===== config.mk =====
export PLATFORM = sky130hd
export DESIGN_NAME = jmpp_port
export DESIGN_NICKNAME = d
export VERILOG_FILES = /design/src/logic/jmpp_port.v
export VERILOG_INCLUDE_DIRS = /design/src /design/src/logic
export SDC_FILE = /design/constraint.sdc
export NUM_CORES = 1
export LEC_CHECK = 0
export BUFFER_PORTS_ARGS = -buffer_cell sky130_fd_sc_hd__buf_2
export CAP_MARGIN = 20
export CORE_MARGIN = 1.5
export CORE_UTILIZATION = 54
export DETAILED_ROUTE_END_ITERATION = 7
export HOLD_SLACK_MARGIN = 0.08
export PLACE_DENSITY = 0.88
export SYNTH_ARGS = -nofsm -noshare
export SYNTH_HDL_FRONTEND = slang
export SYNTH_SLANG_ARGS = --single-unit

===== constraint.sdc =====
create_clock -name mclk -period 2.5 [get_ports mclk]
set_clock_uncertainty 0.2 [all_clocks]
set_input_delay 0.625 -clock mclk [delete_from_list [all_inputs] [get_ports mclk]]
set_output_delay 0.625 -clock mclk [all_outputs]
set_load 0.02 [all_outputs]

===== src/logic/jmpp_defs.vh =====
// Overview of operation
// - Four-bit instruction register picks which data register sits between serial in and out.
// - Code C selects one-bit reset register; chip held in reset while it holds one.
// - Reset instruction or reset register never resets the test port state machine.
// - After reset register clears, reset stays on for a clock-option dependent time-out.
// - Code 4 selects sixteen-bit enable register shifted from serial input in shift-data.
// - On update-data, programming mode is entered only on exact unlock pattern match.
// - Enable register clears on power-on reset; host clears it when leaving programming.
// - Code 5 selects fifteen-bit command register, shifting commands in and results out.
// - Capture-data loads prior result; shift-data moves it out as new command moves in.
// - Update-data applies command; each run-test/idle pass gives one execute clock.
// - Code 6 gives 2048-bit load chain via eight-bit shifter feeding the page buffer.
// - During page loading, update-data transfers nothing; only shift-data acts (capture-data here also restarts the byte walk).
// - Code 7 gives 2056-bit read chain; bytes fetched and shifted out without capture.
// - While page-read chain is selected, the serial data input is ignored.
// - Chip erase is three commands then polling; status bit in result reports completion.
// - Program write: enter-write, address high/low, data low/high loads with byte operands.
// - Data latched by three-command top-bit pulse; page committed by three-command pulse.
// - Program read: enter-read, address loads, three commands; low byte second, high third.
// - Data-memory write: enter, address, one data byte, latch, three-command write, poll.
// - Data-memory read entered by its own enter command before address loads.
// - Every shift register shifts its least significant bit in and out first.
`ifndef JMPP_DEFS_VH
`define JMPP_DEFS_VH
// ****************************************
// Instruction codes
// ****************************************
`define JMPP_IR_CHIP_RESET 4'hc
`define JMPP_IR_UNLOCK 4'h4
`define JMPP_IR_COMMAND 4'h5
`define JMPP_IR_PAGE_WRITE 4'h6
`define JMPP_IR_PAGE_READ 4'h7
`define JMPP_IR_BYPASS 4'hf
`define JMPP_IR_CAPTURE 4'h1
`define JMPP_UNLOCK_SIG 16'ha370
// ****************************************
// Register map and fields
// ****************************************
`define JMPP_OFS_CTRL 12'h000
`define JMPP_OFS_STATUS 12'h004
`define JMPP_OFS_CMD 12'h008
`define JMPP_CTRL_SLOW_BIT 0
`define JMPP_CTRL_EXIT_BIT 1
`define JMPP_CTRL_RESET 32'h00000000
// ****************************************
// Timing counts
// ****************************************
`define JMPP_TOUT_FAST 16'h0040
`define JMPP_TOUT_SLOW 16'h1000
`endif


===== src/logic/jmpp_port.v =====
// Local design decisions: the register addresses and the APB register port.
`include "jmpp_defs.vh"
`default_nettype none
module jmpp_port #(
    parameter [15:0] TOUT_FAST = `JMPP_TOUT_FAST,
    parameter [15:0] TOUT_SLOW = `JMPP_TOUT_SLOW
) (
    input wire mclk,
    input wire arst_n,
    input wire psel,
    input wire penable,
    input wire pwrite,
    input wire [11:0] paddr,
    input wire [31:0] pwdata,
    output reg [31:0] prdata,
    output reg pready,
    output reg pslverr,
    input wire tck,
    input wire tms,
    input wire tdi,
    output reg tdo,
    output reg tdo_oe,
    output reg chip_reset,
    output reg prog_mode,
    output reg [14:0] mem_cmd,
    output reg mem_exec,
    input wire [14:0] mem_result,
    output reg [7:0] page_wr_data,
    output reg [7:0] page_wr_index,
    output reg page_wr_strobe,
    output reg [7:0] page_rd_index,
    input wire [7:0] page_rd_data
);

// ****************************************
// TAP states
// ****************************************
localparam [3:0] TLR = 4'd0;
localparam [3:0] RTI = 4'd1;
localparam [3:0] SELDR = 4'd2;
localparam [3:0] CAPDR = 4'd3;
localparam [3:0] SHDR = 4'd4;
localparam [3:0] EX1DR = 4'd5;
localparam [3:0] PSDR = 4'd6;
localparam [3:0] EX2DR = 4'd7;
localparam [3:0] UPDR = 4'd8;
localparam [3:0] SELIR = 4'd9;
localparam [3:0] CAPIR = 4'd10;
localparam [3:0] SHIR = 4'd11;
localparam [3:0] EX1IR = 4'd12;
localparam [3:0] PSIR = 4'd13;
localparam [3:0] EX2IR = 4'd14;
localparam [3:0] UPIR = 4'd15;

// ****************************************
// Pin synchronisers
// ****************************************
reg [1:0] tck_sync;
reg [1:0] tms_sync;
reg [1:0] tdi_sync;
reg tck_prev;
wire tck_rise;
wire tck_fall;
wire tms_s;
wire tdi_s;

always @(posedge mclk or negedge arst_n) begin
    if (!arst_n) begin
        tck_sync <= 2'b00;
        tms_sync <= 2'b11;
        tdi_sync <= 2'b00;
        tck_prev <= 1'b0;
    end else begin
        tck_sync <= {tck_sync[0], tck};
        tms_sync <= {tms_sync[0], tms};
        tdi_sync <= {tdi_sync[0], tdi};
        tck_prev <= tck_sync[1];
    end
end

assign tck_rise = tck_sync[1] & ~tck_prev;
assign tck_fall = ~tck_sync[1] & tck_prev;
assign tms_s = tms_sync[1];
assign tdi_s = tdi_sync[1];

// ****************************************
// TAP controller
// ****************************************
reg [3:0] tap;
reg [3:0] next_tap;

always @* begin
    case (tap)
        TLR: next_tap = tms_s ? TLR : RTI;
        RTI: next_tap = tms_s ? SELDR : RTI;
        SELDR: next_tap = tms_s ? SELIR : CAPDR;
        CAPDR: next_tap = tms_s ? EX1DR : SHDR;
        SHDR: next_tap = tms_s ? EX1DR : SHDR;
        EX1DR: next_tap = tms_s ? UPDR : PSDR;
        PSDR: next_tap = tms_s ? EX2DR : PSDR;
        EX2DR: next_tap = tms_s ? UPDR : SHDR;
        UPDR: next_tap = tms_s ? SELDR : RTI;
        SELIR: next_tap = tms_s ? TLR : CAPIR;
        CAPIR: next_tap = tms_s ? EX1IR : SHIR;
        SHIR: next_tap = tms_s ? EX1IR : SHIR;
        EX1IR: next_tap = tms_s ? UPIR : PSIR;
        PSIR: next_tap = tms_s ? EX2IR : PSIR;
        EX2IR: next_tap = tms_s ? UPIR : SHIR;
        UPIR: next_tap = tms_s ? SELDR : RTI;
        default: next_tap = TLR;
    endcase
end

// Only the pin TMS sequence and arst_n move the TAP
always @(posedge mclk or negedge arst_n) begin
    if (!arst_n) begin
        tap <= TLR;
    end else if (tck_rise) begin
        tap <= next_tap;
    end
end

// ****************************************
// Instruction register
// ****************************************
reg [3:0] ir;
reg [3:0] ir_sh;

always @(posedge mclk or negedge arst_n) begin
    if (!arst_n) begin
        ir <= `JMPP_IR_BYPASS;
        ir_sh <= 4'h0;
    end else if (tck_rise) begin
        case (tap)
            TLR: ir <= `JMPP_IR_BYPASS;
            CAPIR: ir_sh <= `JMPP_IR_CAPTURE;
            SHIR: ir_sh <= {tdi_s, ir_sh[3:1]};
            UPIR: ir <= ir_sh;
            default: ir <= ir;
        endcase
    end
end

wire dr_cap = tck_rise & (tap == CAPDR);
wire dr_shift = tck_rise & (tap == SHDR);
wire dr_upd = tck_rise & (tap == UPDR);
wire sel_rst = (ir == `JMPP_IR_CHIP_RESET);
wire sel_unl = (ir == `JMPP_IR_UNLOCK);
wire sel_cmd = (ir == `JMPP_IR_COMMAND);
wire sel_pw = (ir == `JMPP_IR_PAGE_WRITE);
wire sel_pr = (ir == `JMPP_IR_PAGE_READ);

// ****************************************
// APB control register
// ****************************************
localparam [31:0] CTRL_RST = `JMPP_CTRL_RESET;
reg ctrl_slow;
wire apb_acc = psel & penable & pready;
wire ctrl_wr = apb_acc & pwrite & (paddr == `JMPP_OFS_CTRL);
wire exit_req = ctrl_wr & pwdata[`JMPP_CTRL_EXIT_BIT];

always @(posedge mclk or negedge arst_n) begin
    if (!arst_n) begin
        ctrl_slow <= CTRL_RST[`JMPP_CTRL_SLOW_BIT];
    end else if (ctrl_wr) begin
        ctrl_slow <= pwdata[`JMPP_CTRL_SLOW_BIT];
    end
end

// ****************************************
// Bypass, reset and unlock registers
// ****************************************
reg byp;
reg rst_bit;
reg [15:0] unl_sh;

always @(posedge mclk or negedge arst_n) begin
    if (!arst_n) begin
        byp <= 1'b0;
        rst_bit <= 1'b0;
        unl_sh <= 16'h0000;
        prog_mode <= 1'b0;
    end else begin
        if (dr_cap) begin
            byp <= 1'b0;
        end else if (dr_shift) begin
            byp <= tdi_s;
        end
        if (dr_shift & sel_rst) begin
            rst_bit <= tdi_s;
        end
        if (dr_shift & sel_unl) begin
            unl_sh <= {tdi_s, unl_sh[15:1]};
        end else if (exit_req) begin
            unl_sh <= 16'h0000;
        end
        // Unlock on update wins over a software exit in the same cycle
        if (dr_upd & sel_unl) begin
            prog_mode <= (unl_sh == `JMPP_UNLOCK_SIG);
        end else if (exit_req) begin
            prog_mode <= 1'b0;
        end
    end
end

// ****************************************
// Chip reset with time-out
// ****************************************
reg rst_prev;
reg [15:0] tout_cnt;

always @(posedge mclk or negedge arst_n) begin
    if (!arst_n) begin
        rst_prev <= 1'b0;
        tout_cnt <= 16'h0000;
        chip_reset <= 1'b0;
    end else begin
        rst_prev <= rst_bit;
        if (rst_prev & ~rst_bit) begin
            tout_cnt <= ctrl_slow ? TOUT_SLOW : TOUT_FAST;
        end else if (rst_bit) begin
            tout_cnt <= 16'h0000;
        end else if (tout_cnt != 16'h0000) begin
            tout_cnt <= tout_cnt - 16'h0001;
        end
        // Follows the shifted bit at once, no update stage
        chip_reset <= rst_bit | rst_prev | (tout_cnt != 16'h0000);
    end
end

// ****************************************
// Command register
// ****************************************
reg [14:0] cmd_sh;

always @(posedge mclk or negedge arst_n) begin
    if (!arst_n) begin
        cmd_sh <= 15'h0000;
        mem_cmd <= 15'h0000;
        mem_exec <= 1'b0;
    end else begin
        mem_exec <= 1'b0;
        if (sel_cmd & prog_mode) begin
            if (dr_cap) begin
                cmd_sh <= mem_result;
            end else if (dr_shift) begin
                cmd_sh <= {tdi_s, cmd_sh[14:1]};
            end
            if (dr_upd) begin
                mem_cmd <= cmd_sh;
            end
            if (tck_rise & (tap == RTI)) begin
                mem_exec <= 1'b1;
            end
        end
    end
end

// ****************************************
// Page stream chains
// ****************************************
reg [7:0] pg_sh;
reg [2:0] pg_bit;
wire pg_on = prog_mode & (sel_pw | sel_pr);

always @(posedge mclk or negedge arst_n) begin
    if (!arst_n) begin
        pg_sh <= 8'h00;
        pg_bit <= 3'd0;
        page_wr_data <= 8'h00;
        page_wr_index <= 8'h00;
        page_wr_strobe <= 1'b0;
        page_rd_index <= 8'h00;
    end else begin
        page_wr_strobe <= 1'b0;
        if (pg_on & dr_cap) begin
            // Restart the byte walk; read chain starts with eight dummy bits
            pg_sh <= 8'h00;
            pg_bit <= 3'd0;
            page_wr_index <= 8'h00;
            page_rd_index <= 8'h00;
        end else if (pg_on & dr_shift) begin
            pg_bit <= pg_bit + 3'd1;
            if (sel_pw) begin
                pg_sh <= {tdi_s, pg_sh[7:1]};
                if (pg_bit == 3'd7) begin
                    page_wr_data <= {tdi_s, pg_sh[7:1]};
                    page_wr_strobe <= 1'b1;
                end
            end else if (pg_bit == 3'd7) begin
                pg_sh <= page_rd_data;
                page_rd_index <= page_rd_index + 8'h01;
            end else begin
                pg_sh <= {1'b0, pg_sh[7:1]};
            end
        end else if (page_wr_strobe) begin
            page_wr_index <= page_wr_index + 8'h01;
        end
    end
end

// ****************************************
// Serial output
// ****************************************
reg next_tdo;

always @* begin
    next_tdo = byp;
    if (tap == SHIR) begin
        next_tdo = ir_sh[0];
    end else if (sel_rst) begin
        next_tdo = rst_bit;
    end else if (sel_unl) begin
        next_tdo = unl_sh[0];
    end else if (sel_cmd) begin
        next_tdo = cmd_sh[0];
    end else if (sel_pw | sel_pr) begin
        next_tdo = pg_sh[0];
    end
end

always @(posedge mclk or negedge arst_n) begin
    if (!arst_n) begin
        tdo <= 1'b0;
        tdo_oe <= 1'b0;
    end else if (tck_fall) begin
        tdo <= next_tdo;
        tdo_oe <= (tap == SHDR) | (tap == SHIR);
    end
end

// ****************************************
// APB slave
// ****************************************
reg [31:0] next_rdata;
reg next_err;

always @* begin
    next_rdata = 32'h00000000;
    next_err = 1'b0;
    case (paddr)
        `JMPP_OFS_CTRL: next_rdata = {31'h00000000, ctrl_slow};
        `JMPP_OFS_STATUS: next_rdata = {20'h00000, tap, ir, 2'b00, chip_reset, prog_mode};
        `JMPP_OFS_CMD: next_rdata = {17'h00000, mem_cmd};
        default: next_err = 1'b1;
    endcase
end

always @(posedge mclk or negedge arst_n) begin
    if (!arst_n) begin
        pready <= 1'b0;
        prdata <= 32'h00000000;
        pslverr <= 1'b0;
    end else if (psel & penable & ~pready) begin
        pready <= 1'b1;
        prdata <= pwrite ? 32'h00000000 : next_rdata;
        pslverr <= next_err;
    end else begin
        pready <= 1'b0;
        pslverr <= 1'b0;
    end
end

endmodule
`default_nettype wire


==> out/results.txt, run 1 <==
DR vias/cell: 6.25
First-pass GRT wire length: 28700 µm
First DRT Iteration DRCs: 581
List of most frequent post-synthesis cells: dfrtp_1 (137), mux2_2 (55), nand2_1 (41)
CTS sink count: 143
Total track usage: 0.278
ANT nets after route: 0
Synth Cell Area: 6860 µm²
CP Max Fanout: 15
Critical path origin: ir[2]
Final nets: 812
Fin cells: 913
Netlist cell types: 68
Vias in the first global route: 5671
Ys async rst share: 1.00
Yosys top cell area share: 0.500
Total CTS buffers: 17
Count of port buffers added during placement: 106
Endpoint type of the worst setup path: register
Max clock buf depth: 2
Hold crit path type: primary input to register
Post-synthesis average cell area: 11.2 µm²
Final Slew Violations: 0
Arrival @ worst endpoint: 2.51 ns
Post-CTS Resized: 0
Fmax: 415 MHz
Top-count cell post-synth: dfrtp_1
Fillers: 851
Die area: 13400 µm²
Worst setup path end: cmd_sh[1]
Root Driver: clkbuf_16
Synth warn: 0
Seq/Total Area, Yosys: 0.523
Post-synth EDFFs: 0
#FFs+latches synth: 143
R2r endpoint: cmd_sh[1]
Outcome: finished, final reports clean
Final min period: 2.41 ns
Core area: 12200 µm²
RSZ-0062 raised after global routing: no
TritonCTS clock tree: yes
Mapped Cells: 613
Area delta synth->final: 20.3%
Dpl hpwl: 11700 µm
CP cell instances: nor2b_1, nand4b_1, o21bai_2, mux2_2
Pwr per Cell Area: 856 nW/µm²
Final setup viols: 0
CP peak stage delay: 0.62 ns
Final hold violation count: 0
Grt total ovfl: 0
Final TNS setup: 0 ns
Worst slew pin tran: 0.868 ns
I/O pins: 154
Reg2Reg Setup Slack: 0.09 ns
GP Congestion: 0.940
FF-to-FF Start: ir[2]
Initial Utilization: 0.562
Largest net degree at the start of global routing: 46
Worst EP required: 2.60 ns
Dpl ws: 0.113 ns
Inst Count DP: 880
Slew Limit Headroom: 0.421
Maximum VDD drop: 0.000566 V
Worst-Skew Late Latency: 0.42 ns
Synth top area cells: dfrtp_1 (50%), mux2_2 (9.0%), a22o_1 (3.1%)
Die Wd: 116 µm
Yosys top cell by area: dfrtp_1
Via count: 5705
Initial antenna violation count: 0
Crit-path slowest cell: dfstp_2
Top FF cell, synth: dfrtp_1
Period Utilization, post-route: 0.963
H-tree depth: 4
Reg2Reg Depth: 4
Post-CTS Setup Inserts: 0
DRT Wirelength: 17600 µm
Drt first pass iters: 8
Ant diodes: 0
Layout cells sized above 1: 0.319
Worst Slack Setup Final: 0.0919 ns
WL/cell: 19.3 µm
Max Cap Viol: 0
Remaining DRCs: 0
CP Launch Type: register
Lkg Pwr: 0.00396 µW
Cell Rows: 40
Die Height: 116 µm
Crit Path Category: register to register
Tot Pwr: 7060 µW
Clk pin slew, worst setup/hold paths: 0.06 ns
==> worst min-delay path by stage <==
stage                start           to  slack [ns]  depth (start not counted)
3_3_place_gp   tdi_sync[0]  tdi_sync[1]        0.13                          0
5_1_grt                tms  tms_sync[0]        0.09                          1
4_1_cts                tms  tms_sync[0]        0.09                          1
3_5_place_dp   tdi_sync[0]  tdi_sync[1]        0.14                          0
2_1_floorplan       arst_n          byp        0.13                          0
6_report               tms  tms_sync[0]        0.10                          1
==> power by group <==
part           total, µW  leakage [µW]  internal (µW)  switching (µW)
Clock               2630      0.000302           1670             962
Combinational       1490       0.00179            616             874
Sequential          2940       0.00187           2620             322
Total               7060       0.00396           4900            2160
==> what timing repair did <==
item | CTS | global route
endpoints found under the setup margin | 0 | 0
endpoints found under the hold margin | 40 | 0
hold buffers | 1 | 0
==> cells in the final DEF, fill, tap and decap left out, types with 11 or more instances in the layout <==
master	instances
dfrtp_1	137
buf_2	105
mux2_2	55
nand2_1	41
o21ai_0	28
a21oi_1	26
a22o_1	24
nor2_1	23
buf_4	22
nand3_1	20
conb_1	17
clkbuf_16	17
inv_1	16
mux2i_1	14
nor4_1	12
nand2b_1	11
==> kinds of logic (layout without fill, tap and decap cells) <==
family                     count (synthesis)  count (layout)  synth area share
xor gates and xnor gates                   7               7           0.00894
adders and majority gates                  5               5           0.00912
other                                      1              17          0.000547
AOI/OAI and AO/OA                        138             138             0.143
muxes                                     69              69             0.111
buffers and inverters                     64             180            0.0476
DFF                                      143             143             0.523
and+or+nand+nor                          186             186             0.157
==> cell type report <==
cell class              count  area [µm²]  share of cell area
flip-flops and latches    143        3590               0.434
multi-input cells         422        3010               0.364
repair buffers            132         772              0.0935
clock buffers              22         484              0.0587
well taps                 168         210              0.0255
clock inverters            10         134              0.0162
inverters                  16        60.1             0.00728
==> metal layers <==
metal	GRT usage	share of wire	vias to the layer above
li1	-	-	2488
met1	0.333	0.39	2825
met2	0.476	0.51	333
met3	0.0785	0.076	59
met4	0.115	0.028	0
met5	0	0	-
==> flip-flops by register name, indices dropped and copies added (netlist names), 3 cells and up <==
register,cells
page_rd_index,8
page_wr_index,8
mem_cmd,15
tout_cnt,16
cmd_sh,15
prdata,15
pg_bit,3
ir,4
unl_sh,16
pg_sh,8
ir_sh,4
tap,4
page_wr_data,8
==> stage by stage <==
stage               hold WS [ns]  instance area [µm²]   util
finish                     0.103                 8250  0.676
global route              0.0888                 8250  0.676
CTS                       0.0928                 8250  0.676
detailed placement         0.138                 7630  0.624
global placement           0.134                 7630  0.624
floorplan                  0.129                 6920      -
==> critical path: cells and delay by family (launching register included) <==
family | cells | cell delay [ns]
simple gates | 2 | 0.58
mux | 1 | 0.38
compound gates | 1 | 0.50
flops | 1 | 0.62
No activity file was read; power rests on OpenSTA's default activity.
==> run 2: changes to the inputs <==
==> constraint.sdc (replaced) <==
create_clock -name mclk -period 2.5 [get_ports mclk]
set_clock_uncertainty 0.2 [all_clocks]
set_input_delay 0.5 -clock mclk [delete_from_list [all_inputs] [get_ports mclk]]
set_output_delay 0.5 -clock mclk [all_outputs]
set_load 0.02 [all_outputs]
==> out/results.txt, run 2 (synthesis results as in run 1) <==
Final setup viols: 0 (unchanged)
Drt first pass iters: 5 (was 8)
Clk pin slew, worst setup/hold paths: 0.06 ns (about the same)
Core area: 12200 µm² (unchanged)
Dpl ws: 0.0649 ns (was 0.113 ns)
CP peak stage delay: 0.62 ns (about the same)
Max Cap Viol: 0 (unchanged)
Commonest cells after routing, fill and taps aside: dfrtp_1 (137), buf_2 (105), mux2_2 (55) (unchanged)
Count of port buffers added during placement: 106 (unchanged)
Pwr per Cell Area: 850 nW/µm² (was 856 nW/µm²)
Largest registers: tout_cnt: 16 flops, unl_sh: 16 flops (unchanged)
Max clock buf depth: 2 (unchanged)
Die Wd: 116 µm (unchanged)
GP Congestion: 0.939 (was 0.940)
ANT nets after route: 0 (unchanged)
Final nets: 814 (was 812)
GR Util met3: 0.0790 (was 0.0785)
CP Launch Type: register (unchanged)
WL/cell: 18.4 µm (was 19.3 µm)
First DRT Iteration DRCs: 453 (was 581)
Final hold violation count: 0 (unchanged)
I/O pins: 154 (unchanged)
Dpl hpwl: 11600 µm (was 11700 µm)
Endpoint type of the worst setup path: register (unchanged)
Inst Count DP: 879 (was 880)
CP cell instances: nor2b_1, nand4b_1, nor3_4, buf_12, mux2_2 (was nor2b_1, nand4b_1, o21bai_2, mux2_2)
Maximum VDD drop: 0.000734 V (was 0.000566 V)
Outcome: finished, final reports clean (unchanged)
Cell Rows: 40 (unchanged)
Initial antenna violation count: 1 (was 0)
Grt total ovfl: 0 (unchanged)
Slew Limit Headroom: 0.545 (was 0.421)
Fin cells: 915 (was 913)
Fmax: 412 MHz (was 415 MHz)
First-pass GRT wire length: 26600 µm (was 28700 µm)
DRT Wirelength: 16900 µm (was 17600 µm)
Area delta synth->final: 20.8% (was 20.3%)
FF-to-FF Start: ir[2] (unchanged)
Worst EP required: 2.61 ns (was 2.60 ns)
Total track usage: 0.260 (was 0.278)
Largest net degree at the start of global routing: 65 (was 46)
Commonest non-fill, non-tap cell in the layout: dfrtp_1 (unchanged)
Lkg Pwr: 0.00395 µW (was 0.00396 µW)
Worst-Skew Late Latency: 0.43 ns (was 0.42 ns)
CP Max Fanout: 15 (unchanged)
Layout cells sized above 1: 0.314 (was 0.319)
TritonCTS clock tree: yes (unchanged)
Remaining DRCs: 0 (unchanged)
Via count: 5508 (was 5705)
Crit-path slowest cell: dfstp_2 (unchanged)
Vias in the first global route: 5478 (was 5671)
Critical path origin: ir[2] (unchanged)
Final min period: 2.42 ns (was 2.41 ns)
Total CTS buffers: 17 (unchanged)
Fillers: 883 (was 851)
Worst Slack Setup Final: 0.0758 ns (was 0.0919 ns)
Hold Startpoint: pwdata[0] (was tms)
CTS sink count: 143 (unchanged)
Die area: 13400 µm² (unchanged)
Crit Path Category: register to register (unchanged)
Top Usage Layer GRT: met2 (unchanged)
Period Utilization, post-route: 0.970 (was 0.963)
Worst slew pin tran: 0.677 ns (was 0.868 ns)
Final Slew Violations: 0 (unchanged)
Crit path max-delay family: simple AND/OR/NAND/NOR gates (was flip-flops)
H-tree depth: 4 (unchanged)
DR vias/cell: 6.02 (was 6.25)
Met1 GRT Util: 0.305 (was 0.333)
Final TNS setup: 0 ns (unchanged)
Arrival @ worst endpoint: 2.53 ns (was 2.51 ns)
Hold crit path type: primary input to register (unchanged)
Worst path bufs/invs: 1 (was 0)
Root Driver: clkbuf_16 (unchanged)
Initial Utilization: 0.562 (unchanged)
M2 GR Usage: 0.435 (was 0.476)
Die Height: 116 µm (unchanged)
Post-CTS Setup Inserts: 0 (unchanged)
run 2: cell types whose count changed in the layout (fill, tap and decap cells not counted), sizes merged:
cell | previous run | this run
clkinv | 5 | 0
clkinvlp | 2 | 4
bufinv | 3 | 4
inv | 16 | 17
buf | 131 | 130
dlygate4sd3 | 1 | 4
diode | 0 | 1
run 2: worst min-delay path, cell delays in order:
cell and delay (ns):
buf_2 0.09, nand3_1 0.06, nand2_1 0.06
run 2: routing by layer:
metal,wire length (µm),share of wire,vias to the layer above
met5,0,0,-
met4,571,0.034,0
met3,1190,0.070,52
met2,8380,0.50,253
met1,6720,0.40,2714
li1,-,-,2489
run 2: area by class of cell:
class	instances	area, µm²	share of cell area
multi-input combinational	422	3020	0.364
inverter	16	60.1	0.00725
antenna	1	2.50	0.000302
sequential	143	3590	0.433
clock inverter	9	159	0.0192
timing repair buffer	134	795	0.0959
clock buffer	22	454	0.0548
tap	168	210	0.0254
run 2: worst paths after layout:
kind	endpoint	slack, ns	cells past startpoint
max in group asynchronous	tms_sync[0]	1.01	3
worst min register to register	tdi_sync[1]	0.15	0
worst max-delay path	mem_cmd[12]	0.08	5
worst min-delay path	ctrl_slow	0.10	3
min in group asynchronous	prdata[14]	0.42	2
worst max register to register	mem_cmd[12]	0.08	5
run 2: power by group:
| part | leakage (µW) | switching [µW] | internal (µW) | total (µW) |
|---|---|---|---|---|
| registers | 0.00187 | 313 | 2620 | 2930 |
| clock network | 0.000283 | 957 | 1690 | 2650 |
| logic | 0.00180 | 851 | 608 | 1460 |
| total | 0.00395 | 2120 | 4920 | 7040 |
run 2: through the flow:
stage               utilization  power, µW  area (µm²)  hold slack, ns
finish                    0.678       7040        8290           0.104
global route              0.678       7350        8280           0.115
CTS                       0.677       7030        8270          0.0950
detailed placement        0.624       4370        7620           0.135
global placement          0.624       4260        7620           0.134
floorplan                     -       3910        6920         0.00441
run 2: what timing repair did:
| item | 4_1_cts | 5_1_grt |
|---|---|---|
| gates resized for setup | 0 | 2 |
| hold endpoints to repair | 60 | 0 |
| hold buffers | 4 | 0 |
| endpoints found under the setup margin | 0 | 16 |
==> run 3: changes to the inputs <==
--- a/config.mk
+++ b/config.mk
@@ -6,13 +6,14 @@
 export SDC_FILE = /design/constraint.sdc
 export NUM_CORES = 1
 export LEC_CHECK = 0
+export ABC_AREA = 1
 export BUFFER_PORTS_ARGS = -buffer_cell sky130_fd_sc_hd__buf_2
 export CAP_MARGIN = 20
 export CORE_MARGIN = 1.5
-export CORE_UTILIZATION = 54
+export CORE_UTILIZATION = 55
 export DETAILED_ROUTE_END_ITERATION = 7
 export HOLD_SLACK_MARGIN = 0.08
-export PLACE_DENSITY = 0.88
+export PLACE_DENSITY = 0.89
 export SYNTH_ARGS = -nofsm -noshare
 export SYNTH_HDL_FRONTEND = slang
 export SYNTH_SLANG_ARGS = --single-unit
==> out/results.txt, run 3 <==
Worst EP required: 2.61 ns (about the same)
Hold crit path type: primary input to register (unchanged)
WL met1: 7040 µm (was 6720 µm)
Highest Signal Layer: met4 (unchanged)
Total CTS buffers: 17 (unchanged)
Initial antenna violation count: 0 (was 1)
Dpl hpwl: 11600 µm (about the same)
Post-synth EDFFs: 0 (unchanged)
Met2 Wirelength: 8110 µm (was 8380 µm)
Die Wd: 116 µm (about the same)
Top-count cell post-synth: nand2_1 (was dfrtp_1)
Multiplexer share of the synthesized area: 0 (was 0.111)
Hold Startpoint: page_rd_data[4] (was pwdata[0])
GP Congestion: 0.957 (was 0.939)
Via count: 6381 (was 5508)
Core area: 12600 µm² (was 12200 µm²)
Worst-Skew Late Latency: 0.43 ns (about the same)
Seq/Total Area, Yosys: 0.510 (was 0.523)
Fillers: 974 (was 883)
Outcome: finished, final reports clean (unchanged)
Max clock buf depth: 2 (unchanged)
Cell Rows: 41 (was 40)
Period Utilization, post-route: 0.916 (was 0.970)
First-pass GRT wire length: 27800 µm (was 26600 µm)
List of most frequent post-synthesis cells: nand2_1 (267), dfrtp_1 (137), inv_1 (96) (was dfrtp_1 (137), mux2_2 (55), nand2_1 (41))
Drt first pass iters: 6 (was 5)
ANT nets after route: 0 (unchanged)
H-tree depth: 4 (unchanged)
TritonCTS clock tree: yes (unchanged)
CTS sink count: 143 (unchanged)
Arrival @ worst endpoint: 2.40 ns (was 2.53 ns)
Final min period: 2.29 ns (was 2.42 ns)
Largest registers: tout_cnt: 16 flops, unl_sh: 16 flops (unchanged)
Reg2Reg Setup Slack: 0.21 ns (was 0.08 ns)
DRT Wirelength: 16400 µm (was 16900 µm)
Largest net degree at the start of global routing: 53 (was 65)
Fmax: 437 MHz (was 412 MHz)
I/O pins: 154 (unchanged)
Hold path depth: 3 (unchanged)
#FFs+latches synth: 143 (unchanged)
Post-synthesis compound-gate area fraction: 0.0953 (was 0.143)
Post-synthesis average cell area: 7.86 µm² (was 11.2 µm²)
Yosys top cell by area: dfrtp_1 (unchanged)
Vias in the first global route: 6074 (was 5478)
Top FF cell, synth: dfrtp_1 (unchanged)
Final hold violation count: 0 (unchanged)
Adder-cell share of the synthesized area: 0.00889 (was 0.00912)
Lkg Pwr: 0.00440 µW (was 0.00395 µW)
DR vias/cell: 5.29 (was 6.02)
Layout cells sized above 1: 0.178 (was 0.314)
Reg2Reg Depth: 9 (was 5)
Pwr per Cell Area: 819 nW/µm² (was 850 nW/µm²)
Hold_ws: 0.139 ns (was 0.104 ns)
Clk pin slew, worst setup/hold paths: 0.06 ns (about the same)
Worst slew pin tran: 0.651 ns (was 0.677 ns)
Final TNS setup: 0 ns (unchanged)
Count of port buffers added during placement: 106 (unchanged)
Ys async rst share: 1.00 (unchanged)
CP Launch Type: register (unchanged)
Synth top area cells: dfrtp_1 (49%), nand2_1 (14%), o21ai_0 (6.1%) (was dfrtp_1 (50%), mux2_2 (9.0%), a22o_1 (3.1%))
RSZ-0062 raised after global routing: no
Ant diodes: 0 (was 1)
Die area: 13500 µm² (was 13400 µm²)
Final Slew Violations: 0 (unchanged)
Area delta synth->final: 19.8% (was 20.8%)
R2r endpoint: page_wr_index[6] (was mem_cmd[12])
FF-to-FF Start: tap[0] (was ir[2])
Slew Limit Headroom: 0.565 (was 0.545)
Root Driver: clkbuf_16 (unchanged)
Die Height: 116 µm (about the same)
Initial Utilization: 0.560 (was 0.562)
Max Cap Viol: 0 (unchanged)
Final nets: 1101 (was 814)
First DRT Iteration DRCs: 522 (was 453)
Wire length on met3: 678 µm (was 1190 µm)
Final setup viols: 0 (unchanged)
XOR/XNOR share of the synthesized area: 0.0162 (was 0.00894)
Maximum VDD drop: 0.000439 V (was 0.000734 V)
Total track usage: 0.264 (was 0.260)
WL/cell: 13.6 µm (was 18.4 µm)
Crit Path Category: register to register (unchanged)
Hold Crit Endpoint: pg_sh[4] (was ctrl_slow)
Netlist cell types: 36 (was 68)
Post-synthesis simple-gate area fraction: 0.283 (was 0.157)
Yosys top cell area share: 0.487 (was 0.500)
Synth warn: 0 (unchanged)
Commonest non-fill, non-tap cell in the layout: nand2_1 (was dfrtp_1)
Synth Cell Area: 7030 µm² (was 6860 µm²)
Remaining DRCs: 0 (unchanged)
Mapped Cells: 895 (was 613)
Endpoint type of the worst setup path: register (unchanged)
CP Max Fanout: 19 (was 15)
Largest family of logic cells by synthesized area: simple AND/OR/NAND/NOR gates (unchanged)
Grt total ovfl: 0 (unchanged)
Commonest cells after routing, fill and taps aside: nand2_1 (267), dfrtp_1 (137), buf_2 (105) (was dfrtp_1 (137), buf_2 (105), mux2_2 (55))
[run 3: cell families after synthesis]
| family | count (synthesis) |
|---|---|
| XOR/XNOR | 13 |
| buffers and inverters | 140 |
| adder cells (fa/ha/maj) | 5 |
| AND/OR/NAND/NOR | 466 |
| AO/OA/AOI/OAI | 127 |
| flip-flops | 143 |
| other | 1 |
[run 3: worst max path at each step]
stage | from | to | slack, ns | depth (start not counted)
6_report | tap[0] | page_wr_index[6] | 0.21 | 9
3_3_place_gp | tap[0] | page_wr_index[2] | 0.37 | 9
5_1_grt | tap[0] | page_wr_index[5] | 0.009 | 9
3_5_place_dp | tap[0] | page_wr_index[5] | 0.31 | 9
2_1_floorplan | tout_cnt[0] | tout_cnt[1] | 0.66 | 11
4_1_cts | tap[0] | page_wr_index[5] | 0.27 | 9
[run 3: area by class of cell]
type	instances	area, µm²	share of cell area
clock buffers	17	425	0.0505
clock inverters	15	171	0.0203
inverters	104	390	0.0463
multi-input cells	628	2910	0.345
flip-flops and latches	143	3590	0.426
well taps	172	215	0.0255
repair buffers	127	729	0.0866
[run 3: layer usage]
layer,GRT usage,vias up
met2,0.443,196
met1,0.329,3037
li1,-,3097
met5,0,-
met3,0.0540,51
met4,0.128,0
[run 3: critical path, stage by stage (launching register included)]
cell	delay [ns]
dfrtp_1	0.60
nand2_1	0.16
inv_1	0.12
nand2_1	0.10
nor2_2	0.16
nand2_2	0.27
nand2_2	0.29
inv_2	0.11
nand2_1	0.09
nand2_1	0.06
[run 3: per-stage QoR]
step | utilization | total power [µW] | area (µm²) | worst slack [ns] | instances
6_report | 0.670 | 6900 | 8430 | 0.210 | 1206
5_1_grt | 0.670 | 7300 | 8430 | 0.00932 | 1206
4_1_cts | 0.670 | 6910 | 8430 | 0.273 | 1206
3_5_place_dp | 0.620 | 4360 | 7790 | 0.311 | 1170
3_3_place_gp | 0.620 | 4280 | 7790 | 0.370 | 1170
2_1_floorplan | - | 3920 | 7090 | 0.658 | 911
[run 3: what timing repair did]
action / CTS / global route
hold buffers: 4 / 0
endpoints found under the setup margin: 0 / 0
endpoints found under the hold margin: 49 / 0
gates resized for setup: 0 / 0
buffers inserted: 0 / 0
[run 3: power by group]
| part | internal, µW | switching [µW] | leakage [µW] |
|---|---|---|---|
| clock | 1560 | 969 | 0.000273 |
| combinational | 490 | 965 | 0.00242 |
| sequential | 2640 | 274 | 0.00171 |
| total | 4690 | 2210 | 0.00440 |
